## config.mk

```make
export PLATFORM = sky130hd
export DESIGN_NAME = wake_and_power_good_sequencer
export DESIGN_NICKNAME = d
export VERILOG_FILES = /design/src/shared/wake_power_pkg.sv /design/src/hdl/ms_delay.sv /design/src/hdl/sync2.sv /design/src/hdl/wake_and_power_good_sequencer.sv
export SDC_FILE = /design/constraint.sdc
export NUM_CORES = 1
export LEC_CHECK = 0
export BUFFER_PORTS_ARGS = -buffer_cell sky130_fd_sc_hd__buf_2
export CAP_MARGIN = 10
export CORE_AREA = 2 2 216 218
export CTS_BUF_LIST = sky130_fd_sc_hd__clkbuf_16
export DETAILED_ROUTE_END_ITERATION = 10
export DIE_AREA = 0 0 218 220
export PLACE_DENSITY = 0.79
export SYNTH_ARGS = -nofsm -noshare
export SYNTH_HDL_FRONTEND = slang
export SYNTH_SLANG_ARGS = --single-unit
```

## constraint.sdc

```tcl
create_clock -name core_clk -period 7.9 [get_ports core_clk]
set_clock_uncertainty 0.1 [all_clocks]
set_input_delay 0.79 -clock core_clk [delete_from_list [all_inputs] [get_ports core_clk]]
set_output_delay 0.79 -clock core_clk [all_outputs]
set_load 0.03 [all_outputs]
```

## src/shared/wake_power_pkg.sv

```systemverilog
// Constants shared by the wake and power-good sequencer
// Summary of operation
// Matching key or mouse event pulses button output low
// Keyboard wake works only with control bit 6
// Control bit 0: any key, else password
// Three password sets reached through index/data registers
// Each key is make, break prefix, make
// Software zero-fills unused password bytes
// Mouse wake works only with control bit 5
// Three select bits choose single mouse event
// Patterns 000/010 need two left/right clicks
// Resume reset rises 100-200 ms after standby valid
// Resume reset drops at once on standby loss
// Power good rises 300-500 ms after main valid
// Power good drops at once on main loss
// Delay bit 3 shortens first stage to 200-300
// Bits 2:1 add 0/32/96/250 ms second stage
// Both power goods follow front reset after 28-39ms
// Power good needs supply good; drops without it
// Delays count ms ticks, restart on lost start
// One fixed-length wake pulse per event
package wake_power_pkg;
   // Clock and time base
   localparam int CLK_PERIOD_NS = 50;
   localparam int MS_IN_NS = 1000000;
   localparam int TICK_CYCLES = MS_IN_NS / CLK_PERIOD_NS;

   // Register indices; byte address is four times the index
   localparam logic [7:0] WAKE_CTL_IDX = 8'hE0;
   localparam logic [7:0] PW_INDEX_IDX = 8'hE1;
   localparam logic [7:0] PW_DATA_IDX = 8'hE2;
   localparam logic [7:0] PG_CTL_IDX = 8'hE6;
   localparam logic [7:0] STATUS_IDX = 8'hE8;

   // Reset values
   localparam logic [7:0] WAKE_CTL_RESET = 8'h01;
   localparam logic [7:0] PW_INDEX_RESET = 8'h00;
   localparam logic [7:0] PG_CTL_RESET = 8'h00;

   // Wake control fields
   localparam int KBD_EN_BIT = 6;
   localparam int MOUSE_EN_BIT = 5;
   localparam int MOUSE_RIGHT_BIT = 4;
   localparam int MOUSE_DOUBLE_BIT = 1;
   localparam int ANY_KEY_BIT = 0;

   // Power-good delay control fields
   localparam int MOUSE_MOVE_BIT = 7;
   localparam int PG_SHORT_BIT = 3;
   localparam int PG_STAGE_LSB = 1;

   // Password storage layout: upper index nibble picks the set
   localparam int PW_SETS = 3;
   localparam int PW_BYTES = 15;
   localparam logic [3:0] PW_SET0_BASE = 4'h0;
   localparam logic [3:0] PW_SET1_BASE = 4'h3;
   localparam logic [3:0] PW_SET2_BASE = 4'h4;
   localparam logic [3:0] PW_LAST_POS = 4'hF;

   // Delays in milliseconds
   localparam logic [9:0] RESUME_DELAY_MS = 10'd150;
   localparam logic [9:0] PG_LONG_MS = 10'd400;
   localparam logic [9:0] PG_SHORT_MS = 10'd250;
   localparam logic [9:0] PG_EXTRA0_MS = 10'd0;
   localparam logic [9:0] PG_EXTRA1_MS = 10'd32;
   localparam logic [9:0] PG_EXTRA2_MS = 10'd96;
   localparam logic [9:0] PG_EXTRA3_MS = 10'd250;
   localparam logic [9:0] FRONT_DELAY_MS = 10'd33;
   localparam logic [9:0] WAKE_PULSE_MS = 10'd100;

   // Status register fields
   localparam int ST_RESUME_BIT = 0;
   localparam int ST_POWER_BIT = 1;
   localparam int ST_PULSE_BIT = 2;
   localparam int ST_STANDBY_BIT = 3;
   localparam int ST_MAIN_BIT = 4;
   localparam int ST_SUPPLY_BIT = 5;
endpackage

```

## src/hdl/ms_delay.sv

```systemverilog
// Millisecond delay counter that restarts when its start level drops
`timescale 1ns/100ps
module ms_delay (
   input wire logic core_clk,
   input wire logic reset_n,
   input wire logic msTick,
   input wire logic start,
   input wire logic [9:0] limit,
   output logic done
);
   logic [9:0] count_q; // Ticks seen since start
   logic done_q; // Limit reached

   // Count ticks while started, clear at once when start is lost
   always_ff @(posedge core_clk or negedge reset_n) begin
      if (!reset_n) begin
         count_q <= 10'h000;
         done_q <= 1'b0;
      end else if (!start) begin
         count_q <= 10'h000;
         done_q <= 1'b0;
      end else begin
         if (msTick && !done_q) begin
            count_q <= count_q + 10'h001;
         end
         done_q <= (count_q >= limit);
      end
   end

   assign done = done_q;
endmodule

```

## src/hdl/sync2.sv

```systemverilog
// Two-flop synchroniser for asynchronous input levels
`timescale 1ns/100ps
module sync2 #(
   parameter int WIDTH = 1
) (
   input wire logic core_clk,
   input wire logic reset_n,
   input wire logic [WIDTH-1:0] asyncIn,
   output logic [WIDTH-1:0] syncOut
);
   logic [WIDTH-1:0] meta_q; // First stage, read only by second
   logic [WIDTH-1:0] stable_q; // Second stage

   // Shift the levels through two flops
   always_ff @(posedge core_clk or negedge reset_n) begin
      if (!reset_n) begin
         meta_q <= '0;
         stable_q <= '0;
      end else begin
         meta_q <= asyncIn;
         stable_q <= meta_q;
      end
   end

   assign syncOut = stable_q;
endmodule

```

## src/hdl/wake_and_power_good_sequencer.sv

```systemverilog
// Keyboard/mouse wake pulse, resume reset and power-good sequencing
`timescale 1ns/100ps
module wake_and_power_good_sequencer #(
   parameter int TICK_CYCLES = wake_power_pkg::TICK_CYCLES,
   parameter logic [9:0] PULSE_MS = wake_power_pkg::WAKE_PULSE_MS
) (
   input wire logic core_clk,
   input wire logic reset_n,
   // Avalon-MM slave
   input wire logic [9:0] address,
   input wire logic read,
   input wire logic write,
   input wire logic [31:0] writedata,
   input wire logic [3:0] byteenable,
   output logic [31:0] readdata,
   output logic waitrequest,
   // Keyboard and mouse event inputs
   input wire logic [7:0] kbdByte,
   input wire logic kbdByteValid,
   input wire logic mouseLeftClick,
   input wire logic mouseRightClick,
   input wire logic mouseMove,
   // Supply and panel pins
   input wire logic standbySupplyValid,
   input wire logic mainSupplyValid,
   input wire logic supplyGoodIn,
   input wire logic frontPanelResetN,
   // Outputs
   output logic powerButtonOutN,
   output logic resumeResetN,
   output logic mainPowerGood,
   output logic secondPowerGood
);
   // Registers
   logic [7:0] wakeCtl_q; // Wake control
   logic [7:0] pwIdx_q; // Password index
   logic [7:0] pgCtl_q; // Power-good delay control
   logic [7:0] pwMem_q [0:wake_power_pkg::PW_SETS-1][0:wake_power_pkg::PW_BYTES-1]; // Password bytes
   logic waitReq_q; // Bus wait
   logic [31:0] readData_q; // Bus read data
   // Sequencing state
   logic [15:0] tickCnt_q; // Millisecond divider
   logic msTick_q; // One-cycle tick
   logic pbOutN_q; // Button output, low while pulsing
   logic secondClick_q; // First of two clicks seen
   logic resumeN_q; // Resume reset output
   logic fpDelayed_q; // Delayed front-panel level
   logic pg_q; // Main power good
   logic pg2_q; // Second power good

   // Synchronised pins
   logic [3:0] pinSync;
   logic standbyOk, mainOk, supplyOk, fpLevel;
   sync2 #(.WIDTH(4)) pinSyncer (
      .core_clk(core_clk),
      .reset_n(reset_n),
      .asyncIn({frontPanelResetN, supplyGoodIn, mainSupplyValid, standbySupplyValid}),
      .syncOut(pinSync)
   );
   assign standbyOk = pinSync[0];
   assign mainOk = pinSync[1];
   assign supplyOk = pinSync[2];
   assign fpLevel = pinSync[3];

   // Bus decode
   wire busReq = read | write;
   wire accept = busReq & ~waitReq_q;
   wire [7:0] regIdx = address[9:2];
   wire aligned = (address[1:0] == 2'b00);
   wire doWrite = write & accept & byteenable[0] & aligned;
   wire [3:0] pwSetNib = pwIdx_q[7:4];
   wire [3:0] pwPos = pwIdx_q[3:0];
   wire pwSetHit0 = (pwSetNib == wake_power_pkg::PW_SET0_BASE);
   wire pwSetHit1 = (pwSetNib == wake_power_pkg::PW_SET1_BASE);
   wire pwSetHit2 = (pwSetNib == wake_power_pkg::PW_SET2_BASE);
   wire [1:0] pwSet = pwSetHit2 ? 2'd2 : (pwSetHit1 ? 2'd1 : 2'd0);
   wire pwIdxOk = (pwSetHit0 | pwSetHit1 | pwSetHit2) & (pwPos != wake_power_pkg::PW_LAST_POS);
   wire [7:0] pwRead = pwIdxOk ? pwMem_q[pwSet][pwPos] : 8'h00;
   wire [7:0] statusByte = {2'b00, supplyOk, mainOk, standbyOk, ~pbOutN_q, pg_q, resumeN_q};
   wire [7:0] rdMux = !aligned ? 8'h00 :
      (regIdx == wake_power_pkg::WAKE_CTL_IDX) ? wakeCtl_q :
      (regIdx == wake_power_pkg::PW_INDEX_IDX) ? pwIdx_q :
      (regIdx == wake_power_pkg::PW_DATA_IDX) ? pwRead :
      (regIdx == wake_power_pkg::PG_CTL_IDX) ? pgCtl_q :
      (regIdx == wake_power_pkg::STATUS_IDX) ? statusByte : 8'h00;

   // Bus handshake: one wait cycle, then accept
   always_ff @(posedge core_clk or negedge reset_n) begin
      if (!reset_n) begin
         waitReq_q <= 1'b1;
         readData_q <= 32'h00000000;
      end else begin
         waitReq_q <= ~(busReq & waitReq_q);
         if (read && waitReq_q) begin
            readData_q <= {24'h000000, rdMux};
         end
      end
   end

   // Control register writes
   always_ff @(posedge core_clk or negedge reset_n) begin
      if (!reset_n) begin
         wakeCtl_q <= wake_power_pkg::WAKE_CTL_RESET;
         pwIdx_q <= wake_power_pkg::PW_INDEX_RESET;
         pgCtl_q <= wake_power_pkg::PG_CTL_RESET;
      end else if (doWrite) begin
         if (regIdx == wake_power_pkg::WAKE_CTL_IDX) begin
            wakeCtl_q <= writedata[7:0];
         end
         if (regIdx == wake_power_pkg::PW_INDEX_IDX) begin
            pwIdx_q <= writedata[7:0];
         end
         if (regIdx == wake_power_pkg::PG_CTL_IDX) begin
            pgCtl_q <= writedata[7:0];
         end
      end
   end

   // Password storage, written through the data register
   always_ff @(posedge core_clk or negedge reset_n) begin
      if (!reset_n) begin
         for (int s = 0; s < wake_power_pkg::PW_SETS; s++) begin
            for (int b = 0; b < wake_power_pkg::PW_BYTES; b++) begin
               pwMem_q[s][b] <= 8'h00;
            end
         end
      end else if (doWrite && regIdx == wake_power_pkg::PW_DATA_IDX && pwIdxOk) begin
         pwMem_q[pwSet][pwPos] <= writedata[7:0];
      end
   end

   // Millisecond tick from the core clock
   always_ff @(posedge core_clk or negedge reset_n) begin
      if (!reset_n) begin
         tickCnt_q <= 16'h0000;
         msTick_q <= 1'b0;
      end else if (tickCnt_q == 16'(TICK_CYCLES - 1)) begin
         tickCnt_q <= 16'h0000;
         msTick_q <= 1'b1;
      end else begin
         tickCnt_q <= tickCnt_q + 16'h0001;
         msTick_q <= 1'b0;
      end
   end

   // Keyboard wake terms
   wire kbdOn = wakeCtl_q[wake_power_pkg::KBD_EN_BIT];
   wire anyKeyMode = wakeCtl_q[wake_power_pkg::ANY_KEY_BIT];
   wire kbdAny = kbdOn & anyKeyMode & kbdByteValid;
   wire [wake_power_pkg::PW_SETS-1:0] pwHit;
   wire pwByte = kbdOn & ~anyKeyMode & kbdByteValid;
   wire kbdPw = kbdOn & ~anyKeyMode & (|pwHit);

   // Per-set sequence matchers over the stored key codes
   generate
      for (genvar s = 0; s < wake_power_pkg::PW_SETS; s++) begin : pwMatch
         logic [3:0] pos_q; // Next stored byte to match
         wire [7:0] wantByte = pwMem_q[s][pos_q];
         wire [7:0] first = pwMem_q[s][0];
         // Whole sequence seen up to a zero byte or the end of the set
         assign pwHit[s] = (pos_q != 4'h0) &&
            ((pos_q == wake_power_pkg::PW_LAST_POS) || (wantByte == 8'h00));
         always_ff @(posedge core_clk or negedge reset_n) begin
            if (!reset_n) begin
               pos_q <= 4'h0;
            end else if (kbdPw || !kbdOn || anyKeyMode) begin
               pos_q <= 4'h0;
            end else if (pwByte) begin
               // Make, break prefix and make each compared in turn
               if (kbdByte == wantByte) begin
                  pos_q <= pos_q + 4'h1;
               end else if (kbdByte == first && first != 8'h00) begin
                  pos_q <= 4'h1;
               end else begin
                  pos_q <= 4'h0;
               end
            end
         end
      end
   endgenerate

   // Mouse wake selection
   wire mouseOn = wakeCtl_q[wake_power_pkg::MOUSE_EN_BIT];
   wire selMove = pgCtl_q[wake_power_pkg::MOUSE_MOVE_BIT];
   wire selRight = wakeCtl_q[wake_power_pkg::MOUSE_RIGHT_BIT];
   wire selDouble = wakeCtl_q[wake_power_pkg::MOUSE_DOUBLE_BIT];
   wire [2:0] mouseSel = {selMove, selRight, selDouble};
   wire targetClick = selRight ? mouseRightClick : mouseLeftClick;
   wire otherClick = selRight ? mouseLeftClick : mouseRightClick;
   wire doubleMode = ~selMove & ~selDouble;
   wire mouseSingle = (selMove & selRight) ? (mouseLeftClick | mouseRightClick | mouseMove) :
      (mouseSel == 3'b011) ? (mouseLeftClick | mouseRightClick) :
      (mouseSel == 3'b001) ? mouseLeftClick :
      (mouseSel == 3'b101) ? mouseRightClick : 1'b0;
   wire mouseDouble = doubleMode & targetClick & secondClick_q;
   wire mouseWake = mouseOn & (mouseSingle | mouseDouble);
   wire wakeStart = pbOutN_q & ((kbdAny | kbdPw) | mouseWake);

   // Click counter for the two-click events
   always_ff @(posedge core_clk or negedge reset_n) begin
      if (!reset_n) begin
         secondClick_q <= 1'b0;
      end else if (!mouseOn || !doubleMode || otherClick) begin
         secondClick_q <= 1'b0;
      end else if (targetClick) begin
         secondClick_q <= ~secondClick_q;
      end
   end

   // Wake pulse timer
   logic pulseDone;
   ms_delay pulseTimer (
      .core_clk(core_clk),
      .reset_n(reset_n),
      .msTick(msTick_q),
      .start(~pbOutN_q),
      .limit(PULSE_MS),
      .done(pulseDone)
   );

   // One low pulse per accepted event; events during a pulse are dropped
   always_ff @(posedge core_clk or negedge reset_n) begin
      if (!reset_n) begin
         pbOutN_q <= 1'b1;
      end else if (wakeStart) begin
         pbOutN_q <= 1'b0;
      end else if (pulseDone) begin
         pbOutN_q <= 1'b1;
      end
   end

   // Resume reset delay after standby becomes valid
   logic resumeDone;
   ms_delay resumeTimer (
      .core_clk(core_clk),
      .reset_n(reset_n),
      .msTick(msTick_q),
      .start(standbyOk),
      .limit(wake_power_pkg::RESUME_DELAY_MS),
      .done(resumeDone)
   );

   // Power-good stage one, then stage two
   logic stageOneDone, stageTwoDone, fpDone;
   wire [9:0] stageOneMs = pgCtl_q[wake_power_pkg::PG_SHORT_BIT] ?
      wake_power_pkg::PG_SHORT_MS : wake_power_pkg::PG_LONG_MS;
   wire [1:0] stageSel = pgCtl_q[wake_power_pkg::PG_STAGE_LSB +: 2];
   wire [9:0] stageTwoMs = (stageSel == 2'b00) ? wake_power_pkg::PG_EXTRA0_MS :
      (stageSel == 2'b01) ? wake_power_pkg::PG_EXTRA1_MS :
      (stageSel == 2'b10) ? wake_power_pkg::PG_EXTRA2_MS : wake_power_pkg::PG_EXTRA3_MS;
   ms_delay stageOneTimer (
      .core_clk(core_clk),
      .reset_n(reset_n),
      .msTick(msTick_q),
      .start(mainOk),
      .limit(stageOneMs),
      .done(stageOneDone)
   );
   ms_delay stageTwoTimer (
      .core_clk(core_clk),
      .reset_n(reset_n),
      .msTick(msTick_q),
      .start(stageOneDone),
      .limit(stageTwoMs),
      .done(stageTwoDone)
   );
   // Front-panel level is copied once it has held steady long enough
   ms_delay frontTimer (
      .core_clk(core_clk),
      .reset_n(reset_n),
      .msTick(msTick_q),
      .start(fpLevel != fpDelayed_q),
      .limit(wake_power_pkg::FRONT_DELAY_MS),
      .done(fpDone)
   );
   wire pgNext = mainOk & supplyOk & stageTwoDone & fpDelayed_q;

   // Output flops for resets and power goods
   always_ff @(posedge core_clk or negedge reset_n) begin
      if (!reset_n) begin
         resumeN_q <= 1'b0;
         fpDelayed_q <= 1'b0;
         pg_q <= 1'b0;
         pg2_q <= 1'b0;
      end else begin
         resumeN_q <= standbyOk & resumeDone;
         if (fpDone) begin
            fpDelayed_q <= fpLevel;
         end
         pg_q <= pgNext;
         pg2_q <= pgNext;
      end
   end

   assign readdata = readData_q;
   assign waitrequest = waitReq_q;
   assign powerButtonOutN = pbOutN_q;
   assign resumeResetN = resumeN_q;
   assign mainPowerGood = pg_q;
   assign secondPowerGood = pg2_q;

   // Ticks seen during a wake pulse, for checking its length
   logic [9:0] pulseTicks_q;
   always_ff @(posedge core_clk or negedge reset_n) begin
      if (!reset_n) begin
         pulseTicks_q <= 10'h000;
      end else if (wakeStart) begin
         pulseTicks_q <= 10'h000;
      end else if (!pbOutN_q && msTick_q) begin
         pulseTicks_q <= pulseTicks_q + 10'h001;
      end
   end
endmodule

```

# --- Word level (Yosys, flattened, before mapping) ---
# Cells that the tools add are included.
totals:
  regBits: 490
  latch_bits: 0
  mem_bits_rw: 0
  mem_bits_ro: 0
  in_bits: 66
  out_inout_bits: 37
  n_memories: 0
op_classes:
  addsub: 9
  n_mul: 0
  div_mod_pow: 0
  n_lt_le_gt_ge: 12
  n_eq_ne: 28
  shift: 0
  muxes: 72
  bitwise: 41
  reduce_logical: 51
op_table:
  columns: ["cell", "count"]
  rows:
  - ["360-bit bitwise mux", 1]
  - ["120-bit 2-to-1 mux", 3]
  - ["120-bit binary-select mux with 2-bit select", 1]
  - ["120-bit demux with 2-bit select", 1]
  - ["8-bit 2-to-1 mux", 18]
  - ["8-bit binary-select mux with 4-bit select", 4]
  - ["10-bit 2-to-1 mux", 10]
  - ["10-bit by 1-bit adder with 10-bit output, second input constant", 5]
  - ["8-bit == test", 6]
  - ["8-bit == test, second input constant", 5]
  - ["4-bit 2-to-1 mux", 9]
  - ["8-bit demux with 4-bit select", 1]
  - ["8-bit zero test", 3]
  - ["8-bit nonzero test", 3]
  - ["1-bit bitwise AND", 21]
  - ["5-bit greater-or-equal comparator, second input constant", 4]
  - ["1-bit 2-to-1 mux", 20]
  - ["4-bit inverter with 5-bit output", 4]
  - ["16-bit by 1-bit adder with 16-bit output, second input constant", 1]
  - ["16-bit by 15-bit == test with 1-bit output, second input constant", 1]
  - ["1-bit logical AND", 16]
  - ["16-bit 2-to-1 mux", 1]
  - ["4-bit by 1-bit adder with 4-bit output, second input constant", 3]
  - ["4-bit == test, second input constant", 3]
  - ["33 further kinds", 69]

# --- Longest topological paths before layout ---
# Gate-level depths: netlist of the first run.
logic_depth:
  depth_word: 15
  ltp_mapped: 14
  mapped_depth_nobuf: 11

# --- Modules after synthesis ---
# A second synthesis of the first run with hierarchy kept.
hier_totals:
  cells_unflattened: 2427
  hier_area_um2: 28670.0
by_module_without_submodules:
  columns: ["mod", "n_inst", "cells_per_inst", "area_each_um2", "seq_area_each_um2"]
  rows:
  - ["wake_and_power_good_sequencer", 1, 1999, 24284.5, 10689.0]
  - ["ms_delay", 5, 84, 837.1, 275.3]
  - ["sync2", 1, 8, 200.2, 200.2]

# --- Least setup slack after synthesis of the first run ---
# No wires, ideal clock.
synth_timing:
  path_type: "input to register"
  start: "input address[6]"
  end: "register pwMem_q[208] (netlist name)"
  setup_time_ps: 128
  t_arrival_ps: 2968
  path_slack_ps: 4704
  cell_stages: 8
  path_buffers: 2
  path_cell_list: "nand4b_1 > or4b_1 > or4_1 > buf_2 > nor2_4 > buf_6 > nand2_4 > mux2_1"
synth_between:
  elab_chain_cells: 3
synth_rtl:
  columns: ["element", "line", "source"]
  rows:
  - ["start, declared", "wake_and_power_good_sequencer.sv:10", "input wire logic [9:0] address,"]
  - ["8-bit == test", "wake_and_power_good_sequencer.sv:127", "end else if (doWrite && regIdx == wake_power_pkg::PW_DATA_IDX && pwIdxOk) begin"]
  - ["1-bit logical AND (2 in a row)", "wake_and_power_good_sequencer.sv:127", null]
  - ["end signal, assigned by index", "wake_and_power_good_sequencer.sv:128", "pwMem_q[pwSet][pwPos] <= writedata[7:0];"]
  - ["end, declared", "wake_and_power_good_sequencer.sv:38", "logic [7:0] pwMem_q [0:wake_power_pkg::PW_SETS-1][0:wake_power_pkg::PW_BYTES-1];"]
# No other way between the ends.
# A chain may end at the register's enable or synchronous reset.

# --- Worst setup path after layout of the first run ---
layout_timing:
  start: "register pwMatch[0].pos_q[1]"
  end: "register pwMatch[0].pos_q[2]"
layout_between:
  elab_chain_cells: 12
  elab_cells_between_ends: 19
layout_rtl:
  columns: ["element", "line", "source"]
  rows:
  - ["start, declared", "wake_and_power_good_sequencer.sv:157", "logic [3:0] pos_q;"]
  - ["start signal, assigned", "wake_and_power_good_sequencer.sv:171", "pos_q <= pos_q + 4'h1;"]
  - ["4-bit inverter with 5-bit output (implied by the code)", "wake_and_power_good_sequencer.sv:158", "wire [7:0] wantByte = pwMem_q[s][pos_q];"]
  - ["8-bit binary-select mux with 4-bit select", "wake_and_power_good_sequencer.sv:158", null]
  - ["8-bit 2-to-1 mux (implied by the code) (2 in a row)", "wake_and_power_good_sequencer.sv:158", null]
  - ["8-bit zero test", "wake_and_power_good_sequencer.sv:162", "((pos_q == wake_power_pkg::PW_LAST_POS) || (wantByte == 8'h00));"]
  - ["1-bit logical OR", "wake_and_power_good_sequencer.sv:162", null]
  - ["1-bit logical AND", "wake_and_power_good_sequencer.sv:161", "assign pwHit[s] = (pos_q != 4'h0) &&"]
  - ["3-bit OR reduction", "wake_and_power_good_sequencer.sv:152", "wire kbdPw = kbdOn & ~anyKeyMode & (|pwHit);"]
  - ["1-bit bitwise AND", "wake_and_power_good_sequencer.sv:152", null]
  - ["1-bit logical OR (2 in a row)", "wake_and_power_good_sequencer.sv:166", "end else if (kbdPw || !kbdOn || anyKeyMode) begin"]
  - ["4-bit 2-to-1 mux or 2-bit nonzero test (tied branches)", null, null]
# Parallel ways exist; a longest one is shown, timed or not. The select of a mux whose other input is x is not followed.

==> results of run 1 <==
[through the flow]
step / setup WS (ns) / util [%]
finish: 3.47 / 65.3
global route: 3.36 / 65.2
CTS: 3.65 / 65.2
detailed placement: 3.69 / 61.8
global placement: 3.69 / 61.8
floorplan: 4.70 / -
[flip-flops by register name, summed over array words and instances (netlist names), 4 cells and up]
register,flops
pinSyncer.meta_q,4
pgCtl_q,8
pinSyncer.syncOut,4
wakeCtl_q,8
pwMem_q,336
pwIdx_q,8
tickCnt_q,16
frontTimer.count_q,10
stageTwoTimer.count_q,10
pwMatch.pos_q,12
pulseTimer.count_q,10
readdata,8
resumeTimer.count_q,10
pwMatch.first,24
stageOneTimer.count_q,10
[where the power goes]
part	internal, µW	leakage, µW	total [µW]	switching [µW]
Clock	1300	0.000816	2310	1010
Sequential	2510	0.00678	2520	5.02
Combinational	30.6	0.00627	177	146
[cell families after synthesis]
| kind of cell | Yosys count |
|---|---|
| muxes | 623 |
| and+or+nand+nor | 557 |
| DFF | 490 |
| AOI/OAI and AO/OA | 317 |
| buffers and inverters | 210 |
| xor gates and xnor gates | 100 |
| adders and majority gates | 27 |
| other | 1 |
[area by class of cell]
| type | instances | area (µm²) | share of cell area [%] |
|---|---|---|---|
| multi-input combinational | 1648 | 14700 | 49.2 |
| sequential | 490 | 12300 | 41.0 |
| clock buffer | 53 | 1330 | 4.43 |
| tap | 607 | 759 | 2.54 |
| timing repair buffer | 75 | 470 | 1.57 |
| clock inverter | 42 | 249 | 0.832 |
| inverter | 30 | 113 | 0.376 |
| antenna | 2 | 5.00 | 0.0167 |
[worst max-delay path, delay by kind of cell, from the launching register on]
kind / cells / cell delay [ns]
adder cells (fa/ha/maj): 1 / 0.32
flip-flops: 1 / 0.38
AO/OA/AOI/OAI: 5 / 2.03
buffers and inverters: 2 / 0.46
AND/OR/NAND/NOR: 2 / 1.00
[layout by cell type, fill, tap and decap left out, drive strengths merged, types with 26 or more instances in the layout]
cell,netlist,final
clkinv,3,26
and2,34,34
o21ai,32,32
mux2i,102,102
mux4,120,120
nand2,162,162
xor2,29,29
clkbuf,91,53
nor3,34,34
dfrtp,487,487
inv,27,41
xnor2,71,71
nor2,112,112
ha,27,27
nand4,32,32
nand3,33,33
buf,89,75
mux2,401,401
a22oi,30,30
a21oi,102,102
[routing by layer]
metal / vias up / part of all wire (%) / GRT usage [%]
met2: 1147 / 45 / 49.4
li1: 8534 / - / -
met5: - / 0 / 0
met1: 10400 / 39 / 44.7
met3: 264 / 10 / 7.76
met4: 0 / 5.8 / 17.8
[how the worst max path moves through the flow]
stage / start / end / slack (ns) / depth (start not counted)
after floorplan: address[6] / pwMem_q[208]$_DFFE_PN0P_ / 4.70 / 8
after global placement: pwMatch[0].pos_q[1]$_DFFE_PN0P_ / pwMatch[0].pos_q[0]$_DFFE_PN0P_ / 3.69 / 10
after detailed placement: pwMatch[0].pos_q[1]$_DFFE_PN0P_ / pwMatch[0].pos_q[2]$_DFFE_PN0P_ / 3.69 / 10
after CTS: pwMatch[0].pos_q[1]$_DFFE_PN0P_ / pwMatch[0].pos_q[2]$_DFFE_PN0P_ / 3.65 / 10
after global routing: pwMatch[0].pos_q[1]$_DFFE_PN0P_ / pwMatch[0].pos_q[2]$_DFFE_PN0P_ / 3.36 / 10
final: pwMatch[0].pos_q[1]$_DFFE_PN0P_ / pwMatch[0].pos_q[2]$_DFFE_PN0P_ / 3.47 / 10
==> report_table.html, run 1 <==
<table>
<tr><th>Metric</th><th>Value</th></tr>
<tr><th colspan="2">Critical path</th></tr>
<tr><td>Worst endpoint data arrival time</td><td>4.83 ns</td></tr>
<tr><td>Worst setup SP type</td><td>register</td></tr>
<tr><td>Setup CP Type</td><td>register to register</td></tr>
<tr><td>Largest stage delay on the critical path</td><td>about 0.7 ns</td></tr>
<tr><td>Critical path data required time</td><td>approximately 8.3 ns</td></tr>
<tr><td>Path depth of the worst reg2reg path</td><td>10</td></tr>
<tr><td>Slowest-stage cell, CP</td><td>nand4b_1</td></tr>
<tr><td>Cell mode on critical path</td><td>a31oi_1</td></tr>
<tr><td>Worst reg2reg setup slack</td><td>~3.5 ns</td></tr>
<tr><td>Peak fanout along the critical path</td><td>54</td></tr>
<tr><td>Ordered list of cells on the worst path</td><td>buf_4 &gt; ha_1 &gt; and3_1 &gt; a31oi_1 &gt; inv_1 &gt; a211oi_1 &gt; o22ai_1 &gt; a2111oi_2 &gt; nand4b_1 &gt; a31oi_1</td></tr>
<tr><td>Critical Path End Type</td><td>register</td></tr>
<tr><td>Worst R2R End</td><td>pwMatch[0].pos_q[2]$_DFFE_PN0P_</td></tr>
<tr><td>Critical R2R Launch</td><td>pwMatch[0].pos_q[1]$_DFFE_PN0P_</td></tr>
<tr><th colspan="2">CTS</th></tr>
<tr><td>Clock sinks</td><td>just under 500</td></tr>
<tr><td>Hold buffer count at cts</td><td>0</td></tr>
<tr><td>Worst skew pair latency</td><td>just over 0.6 ns</td></tr>
<tr><td>Cts repair resizes</td><td>0</td></tr>
<tr><td>Max clock buf depth</td><td>3</td></tr>
<tr><td>Post-CTS clock slew at the launch and capture registers of the worst setup and hold paths</td><td>approximately 0.06 ns</td></tr>
<tr><td>CTS root buffer</td><td>clkbuf_16</td></tr>
<tr><td>TritonCTS clock tree</td><td>yes</td></tr>
<tr><td>Number of clock buffers inserted by TritonCTS</td><td>52</td></tr>
<tr><td>Setup bufs post-CTS</td><td>0</td></tr>
<tr><td>Max H-tree Level</td><td>2</td></tr>
<tr><th colspan="2">Synth</th></tr>
<tr><td>Top FF cell, synth</td><td>dfrtp_1</td></tr>
<tr><td>Post-synth design cell area</td><td>between 0.02 and 0.03 mm²</td></tr>
<tr><td>Area fraction in and, or, nand and nor cells after synthesis</td><td>between 10% and 20%</td></tr>
<tr><td>Most numerous cell types in the synthesized netlist</td><td>dfrtp_1 (487), mux2_2 (246), mux2_1 (155)</td></tr>
<tr><td>Biggest area contributors in the synthesized netlist</td><td>dfrtp_1 (44%), mux2_2 (9.9%), mux4_2 (9.7%)</td></tr>
<tr><td>Xor/xnor share of the synthesized area</td><td>~3.1%</td></tr>
<tr><td>Synthesized area per cell</td><td>between 10 and 15 µm²</td></tr>
<tr><td>Share of synthesized area spent on multiplexers</td><td>between 20% and 30%</td></tr>
<tr><td>Biggest area consumer among synthesized cells</td><td>dfrtp_1</td></tr>
<tr><td>Leading cell type by number of instances after synthesis</td><td>dfrtp_1</td></tr>
<tr><td>Count of flip-flops with a built-in enable after synthesis</td><td>0</td></tr>
<tr><td>Post-synthesis adder-cell area fraction</td><td>between 1 and 1.5%</td></tr>
<tr><td>Portion of the post-synthesis area used by sequential elements</td><td>between 40 and 50%</td></tr>
<tr><td>Distinct cell type count of the synthesized netlist</td><td>slightly below 90</td></tr>
<tr><td>Total number of yosys warnings</td><td>0</td></tr>
<tr><td>Yosys reg bits</td><td>490</td></tr>
<tr><td>Proportion of netlist area held by the largest area contributor</td><td>43.6%</td></tr>
<tr><td>Gate count of the mapped netlist</td><td>~2300</td></tr>
<tr><td>Async set or reset register ratio after synthesis</td><td>between 90% and 100%</td></tr>
<tr><td>Combinational family with the most area after synthesis</td><td>multiplexers</td></tr>
<tr><td>Complex-gate fraction of the synthesized area</td><td>under 10%</td></tr>
<tr><th colspan="2">Worst hold path</th></tr>
<tr><td>Worst min path class</td><td>input port to async pin</td></tr>
<tr><th colspan="2">Placement</th></tr>
<tr><td>Post-DP Area</td><td>roughly 0.028 mm²</td></tr>
<tr><td>Half-perimeter wire length after detailed placement</td><td>about 50000 µm</td></tr>
<tr><td>Routability congestion estimate from global placement</td><td>just under 1</td></tr>
<tr><td>Count of buffers from port buffering</td><td>51</td></tr>
<tr><td>Cell Count Post-Placement</td><td>2850</td></tr>
<tr><th colspan="2">Route</th></tr>
<tr><td>Vias after detailed routing</td><td>a little over 20000</td></tr>
<tr><td>Routed wirelength normalized by instance count</td><td>between 20 and 30 µm</td></tr>
<tr><td>DRT Pass-1 Iters</td><td>8</td></tr>
<tr><td>Remaining antenna violation count</td><td>0</td></tr>
<tr><td>Residual DRC count</td><td>0</td></tr>
<tr><td>Final Routed Wirelength</td><td>slightly below 80000 µm</td></tr>
<tr><td>DR iter-0 viols</td><td>approximately 2400</td></tr>
<tr><td>Vias per cell</td><td>6.90</td></tr>
<tr><th colspan="2">GRT</th></tr>
<tr><td>Leftover overflow at the end of global routing</td><td>0</td></tr>
<tr><td>Number of antenna violations at the first check in global routing</td><td>0</td></tr>
<tr><td>Tot GR Track Use</td><td>about a third</td></tr>
<tr><td>Maximum number of pins on one net before global-route repair</td><td>~170</td></tr>
<tr><td>First-pass GRT wire length</td><td>between 100000 and 150000 µm</td></tr>
<tr><td>Vias in the first global route</td><td>roughly 20000</td></tr>
<tr><th colspan="2">Timing</th></tr>
<tr><td>Max Clk Rate</td><td>roughly 230 MHz</td></tr>
<tr><td>Slew HR</td><td>between 15 and 20%</td></tr>
<tr><td>Final-layout worst hold slack</td><td>0.0313 ns</td></tr>
<tr><td>Min Tclk post-route</td><td>4.43 ns</td></tr>
<tr><td>Setup tns final</td><td>0 ns</td></tr>
<tr><td>Setup repair after global routing missed its margin</td><td>no</td></tr>
<tr><td>Final Hold Violating Endpoints</td><td>0</td></tr>
<tr><td>Portion of the clock cycle consumed by the worst path in the final layout</td><td>between 50% and 60%</td></tr>
<tr><td>Worst Max-Slew Pin Slew</td><td>between 1 and 1.5 ns</td></tr>
<tr><td>Final Slew Violations</td><td>0</td></tr>
<tr><td>Final setup fails</td><td>0</td></tr>
<tr><th colspan="2">Finish</th></tr>
<tr><td>Layout Area Growth over Synthesis</td><td>7.12%</td></tr>
<tr><td>Fill cell count</td><td>approximately 3400</td></tr>
<tr><td>Final Instance Area</td><td>approximately 0.030 mm²</td></tr>
<tr><td>Final standard cell count with taps included and fillers excluded</td><td>~2900</td></tr>
<tr><td>Share of final-layout standard cells stronger than drive strength 1</td><td>a little under a quarter</td></tr>
<tr><td>Final #Nets</td><td>approximately 2400</td></tr>
<tr><th colspan="2">Pwr</th></tr>
<tr><td>Peak supply drop</td><td>approximately 0.00015 V</td></tr>
<tr><td>Static power due to leakage</td><td>about 0.014 µW</td></tr>
<tr><td>Total power consumption of the routed design</td><td>between 5000 and 6000 µW</td></tr>
<tr><td>Power density normalized to cell area</td><td>roughly 170 mW/mm²</td></tr>
<tr><th colspan="2">Floorplanning</th></tr>
<tr><td>Starting density of the core</td><td>between 60% and 70%</td></tr>
<tr><td>Die Ht</td><td>approximately 220 µm</td></tr>
<tr><td>Die X</td><td>about 220 µm</td></tr>
<tr><td>Core Footprint</td><td>between 0.04 and 0.05 mm²</td></tr>
<tr><td>Number of rows created at floorplan</td><td>79</td></tr>
<tr><td>Area of the die</td><td>about 0.048 mm²</td></tr>
<tr><td>Ports</td><td>about 100</td></tr>
<tr><th colspan="2">Outcome</th></tr>
<tr><td>Run status</td><td>finished, final reports clean</td></tr>
<tr><th colspan="2">Job</th></tr>
<tr><td>Number of max-cap violations</td><td>0</td></tr>
</table>
Power figures use the tool's default switching activity.
==> run 2, diff against run 1 <==
CORE_AREA = 2 2 225 227   (was 2 2 216 218)
DIE_AREA = 0 0 227 229   (was 0 0 218 220)
PLACE_DENSITY = 0.77   (was 0.79)
clock period = 3.9 ns   (was 7.9 ns; I/O delays follow)
==> run 2 against run 1 <==
Against the previous run:
- setup slack got worse by 3.1 ns
- via count grew 0.76%
- sequential power up 100%
==> report_table.html, run 2 (synthesis results as in run 1) <==
<table>
<tr><th>Metric</th><th>Value</th></tr>
<tr><th colspan="2">GRT</th></tr>
<tr><td>Tot GR Track Use</td><td>31.1% (was 32.9%)</td></tr>
<tr><td>Leftover overflow at the end of global routing</td><td>0 (unchanged)</td></tr>
<tr><td>Vias in the first global route</td><td>20500 (was 20000)</td></tr>
<tr><td>First-pass GRT wire length</td><td>123000 µm (was 120000 µm)</td></tr>
<tr><td>Number of antenna violations at the first check in global routing</td><td>1 (was 0)</td></tr>
<tr><td>Maximum number of pins on one net before global-route repair</td><td>110 (was 172)</td></tr>
<tr><th colspan="2">Route</th></tr>
<tr><td>Detailed route wirelength on metal3</td><td>6600 µm (was 7750 µm)</td></tr>
<tr><td>DR iter-0 viols</td><td>2106 (was 2399)</td></tr>
<tr><td>Residual DRC count</td><td>0 (unchanged)</td></tr>
<tr><td>Remaining antenna violation count</td><td>0 (unchanged)</td></tr>
<tr><td>Routed met1 length</td><td>31500 µm (was 30500 µm)</td></tr>
<tr><td>Final Routed Wirelength</td><td>78900 µm (was 77500 µm)</td></tr>
<tr><td>Highest signal layer in the routed design</td><td>met4 (unchanged)</td></tr>
<tr><td>DRT Pass-1 Iters</td><td>5 (was 8)</td></tr>
<tr><td>Vias after detailed routing</td><td>20500 (was 20300)</td></tr>
<tr><td>Met2 wire len</td><td>36500 µm (was 34800 µm)</td></tr>
<tr><td>Vias per cell</td><td>6.66 (was 6.90)</td></tr>
<tr><td>Routed wirelength normalized by instance count</td><td>25.7 µm (was 26.3 µm)</td></tr>
<tr><th colspan="2">Finish</th></tr>
<tr><td>Final #Nets</td><td>2451 (was 2390)</td></tr>
<tr><td>Number of flip-flops in the largest register</td><td>336 (unchanged)</td></tr>
<tr><td>Highest-count cells in the layout ignoring fill and taps</td><td>dfrtp_1 (481), mux2_2 (246), mux2_1 (155) (unchanged)</td></tr>
<tr><td>Footprint of the multi-input gates</td><td>0.0147 mm² (unchanged)</td></tr>
<tr><td>Final Instance Area</td><td>0.0306 mm² (was 0.0299 mm²)</td></tr>
<tr><td>Finished Core Util</td><td>61.6% (was 65.3%)</td></tr>
<tr><td>Area taken by flip-flops and latches</td><td>0.0123 mm² (unchanged)</td></tr>
<tr><td>Layout Area Growth over Synthesis</td><td>9.43% (was 7.12%)</td></tr>
<tr><td>Fill cell count</td><td>3817 (was 3442)</td></tr>
<tr><td>ANT cells</td><td>0 (was 2)</td></tr>
<tr><td>Share of final-layout standard cells stronger than drive strength 1</td><td>26.1% (was 23.9%)</td></tr>
<tr><td>Top register by number of flip-flops</td><td>pwMem_q (unchanged)</td></tr>
<tr><td>Commonest non-fill, non-tap cell in the layout</td><td>dfrtp_1 (unchanged)</td></tr>
<tr><th colspan="2">Critical path</th></tr>
<tr><td>Critical R2R Launch</td><td>pwMatch[1].pos_q[1]$_DFFE_PN0P_ (was pwMatch[0].pos_q[1]$_DFFE_PN0P_)</td></tr>
<tr><td>Worst setup SP type</td><td>register (unchanged)</td></tr>
<tr><td>Worst reg2reg setup slack</td><td>0.38 ns (was 3.47 ns)</td></tr>
<tr><td>Worst endpoint data arrival time</td><td>3.95 ns (was 4.83 ns)</td></tr>
<tr><td>Peak fanout along the critical path</td><td>17 (was 54)</td></tr>
<tr><td>Path depth of the worst reg2reg path</td><td>9 (was 10)</td></tr>
<tr><td>Critical path data required time</td><td>4.33 ns (was 8.30 ns)</td></tr>
<tr><td>Setup CP Type</td><td>register to register (unchanged)</td></tr>
<tr><td>Critical Path End Type</td><td>register (unchanged)</td></tr>
<tr><td>Worst R2R End</td><td>pwMatch[1].pos_q[0]$_DFFE_PN0P_ (was pwMatch[0].pos_q[2]$_DFFE_PN0P_)</td></tr>
<tr><th colspan="2">Worst hold path</th></tr>
<tr><td>Worst hold path cell count</td><td>3</td></tr>
<tr><td>Worst min path class</td><td>input port to register (was input port to async pin)</td></tr>
<tr><td>Startpoint of the tightest hold check path</td><td>mouseLeftClick</td></tr>
<tr><td>Min-Delay Endpoint</td><td>secondClick_q$_DFFE_PN0P_</td></tr>
<tr><th colspan="2">Pwr</th></tr>
<tr><td>Power density normalized to cell area</td><td>333 mW/mm² (was 167 mW/mm²)</td></tr>
<tr><td>Peak supply drop</td><td>0.000293 V (was 0.000150 V)</td></tr>
<tr><td>Static power due to leakage</td><td>0.0142 µW (was 0.0139 µW)</td></tr>
<tr><th colspan="2">CTS</th></tr>
<tr><td>TritonCTS clock tree</td><td>yes (unchanged)</td></tr>
<tr><td>Cts repair resizes</td><td>0 (unchanged)</td></tr>
<tr><td>Max H-tree Level</td><td>2 (unchanged)</td></tr>
<tr><td>Post-CTS clock slew at the launch and capture registers of the worst setup and hold paths</td><td>0.06 ns (about the same)</td></tr>
<tr><td>Worst skew pair latency</td><td>0.62 ns (was 0.61 ns)</td></tr>
<tr><td>Clock sinks</td><td>490 (unchanged)</td></tr>
<tr><td>CTS root buffer</td><td>clkbuf_16 (unchanged)</td></tr>
<tr><td>Number of clock buffers inserted by TritonCTS</td><td>51 (was 52)</td></tr>
<tr><td>Max clock buf depth</td><td>3 (unchanged)</td></tr>
<tr><th colspan="2">Floorplanning</th></tr>
<tr><td>Die Ht</td><td>229 µm (was 220 µm)</td></tr>
<tr><td>Die X</td><td>227 µm (was 218 µm)</td></tr>
<tr><td>Core Footprint</td><td>0.0497 mm² (was 0.0459 mm²)</td></tr>
<tr><td>Area of the die</td><td>0.0520 mm² (was 0.0480 mm²)</td></tr>
<tr><td>Starting density of the core</td><td>56.3% (was 60.9%)</td></tr>
<tr><td>Number of rows created at floorplan</td><td>82 (was 79)</td></tr>
<tr><td>Ports</td><td>103 (unchanged)</td></tr>
<tr><th colspan="2">Timing</th></tr>
<tr><td>Max Clk Rate</td><td>284 MHz (was 226 MHz)</td></tr>
<tr><td>Worst Max-Slew Pin Slew</td><td>1.20 ns (was 1.22 ns)</td></tr>
<tr><td>Final Hold Violating Endpoints</td><td>0 (unchanged)</td></tr>
<tr><td>Final Slew Violations</td><td>0 (unchanged)</td></tr>
<tr><td>Slew HR</td><td>20.1% (was 16.6%)</td></tr>
<tr><td>Portion of the clock cycle consumed by the worst path in the final layout</td><td>90.2% (was 56.0%)</td></tr>
<tr><td>Setup tns final</td><td>0 ns (unchanged)</td></tr>
<tr><td>Final setup fails</td><td>0 (unchanged)</td></tr>
<tr><td>Setup repair after global routing missed its margin</td><td>no (unchanged)</td></tr>
<tr><td>Min Tclk post-route</td><td>3.52 ns (was 4.43 ns)</td></tr>
<tr><th colspan="2">Placement</th></tr>
<tr><td>Half-perimeter wire length after detailed placement</td><td>53700 µm (was 50800 µm)</td></tr>
<tr><td>Post-DP Area</td><td>0.0289 mm² (was 0.0283 mm²)</td></tr>
<tr><td>Count of buffers from port buffering</td><td>51 (unchanged)</td></tr>
<tr><td>Routability congestion estimate from global placement</td><td>0.986 (was 0.971)</td></tr>
<tr><th colspan="2">Job</th></tr>
<tr><td>Number of max-cap violations</td><td>0 (unchanged)</td></tr>
<tr><th colspan="2">Outcome</th></tr>
<tr><td>Run status</td><td>finished, final reports clean (unchanged)</td></tr>
</table>
run 2: cell count changes in the layout (fill, tap and decap cells not counted):
cell,previous run,this run
buf_4,22,70
clkinv_2,4,15
clkinv_1,22,12
buf_12,2,9
dlygate4sd3_1,0,7
inv_6,0,5
inv_1,40,37
clkbuf_16,53,51
diode_2,2,0
run 2: worst max-delay path: stages (launching register included):
cell	delay [ns]
dfrtp_2	0.68
buf_4	0.27
mux4_2	0.52
mux2_2	0.35
xnor2_1	0.15
a211oi_1	0.35
nor4_1	0.09
nor4b_4	0.17
or4_1	0.54
a31oi_1	0.20
run 2: report_power, final:
part / switching, µW / internal, µW / total [µW] / leakage (µW)
Clock: 2100 / 2580 / 4690 / 0.000825
Combinational: 303 / 78.2 / 381 / 0.00660
Sequential: 8.99 / 5090 / 5100 / 0.00678
Total: 2420 / 7750 / 10200 / 0.0142
run 2: stage by stage:
step,total power [µW],hold WS [ns],setup slack (ns),instances
2_1_floorplan,5370,-0.00559,1.10,2348
3_3_place_gp,5560,0.232,0.441,2970
3_5_place_dp,5570,0.237,0.392,2970
4_1_cts,10200,0.0552,0.447,3073
5_1_grt,10500,0.0799,0.213,3073
6_report,10200,0.0742,0.384,3073
run 2: worst max path at each step:
stage,startpoint,to,depth (start not counted)
after detailed placement,address[6],pwMem_q[79]$_DFFE_PN0P_,7
after CTS,pwMatch[1].pos_q[1]$_DFFE_PN0P_,pwMatch[1].pos_q[0]$_DFFE_PN0P_,9
after global routing,pwMatch[1].pos_q[1]$_DFFE_PN0P_,pwMatch[1].pos_q[0]$_DFFE_PN0P_,9
after global placement,address[6],pwMem_q[77]$_DFFE_PN0P_,7
final,pwMatch[1].pos_q[1]$_DFFE_PN0P_,pwMatch[1].pos_q[0]$_DFFE_PN0P_,9
after floorplan,pwMatch[1].pos_q[1]$_DFFE_PN0P_,pwMatch[1].pos_q[0]$_DFFE_PN0P_,10
run 2: what timing repair did:
item	4_1_cts	5_1_grt
hold endpoints to repair	104	0
buffers inserted	0	0
hold buffers	7	0
run 2: area by class of cell:
| cell class | instances | share of cell area, % |
|---|---|---|
| well taps | 672 | 2.75 |
| inverters | 30 | 0.368 |
| flip-flops and latches | 490 | 40.2 |
| multi-input cells | 1648 | 48.2 |
| repair buffers | 137 | 3.40 |
| clock buffers | 51 | 4.17 |
| clock inverters | 45 | 0.978 |
run 2: layer usage:
layer / track usage [%] / vias to the layer above
met1: 42.2 / 10500
li1: - / 8659
met5: 0 / -
met4: 15.6 / 0
met3: 6.47 / 251
met2: 47.6 / 1033
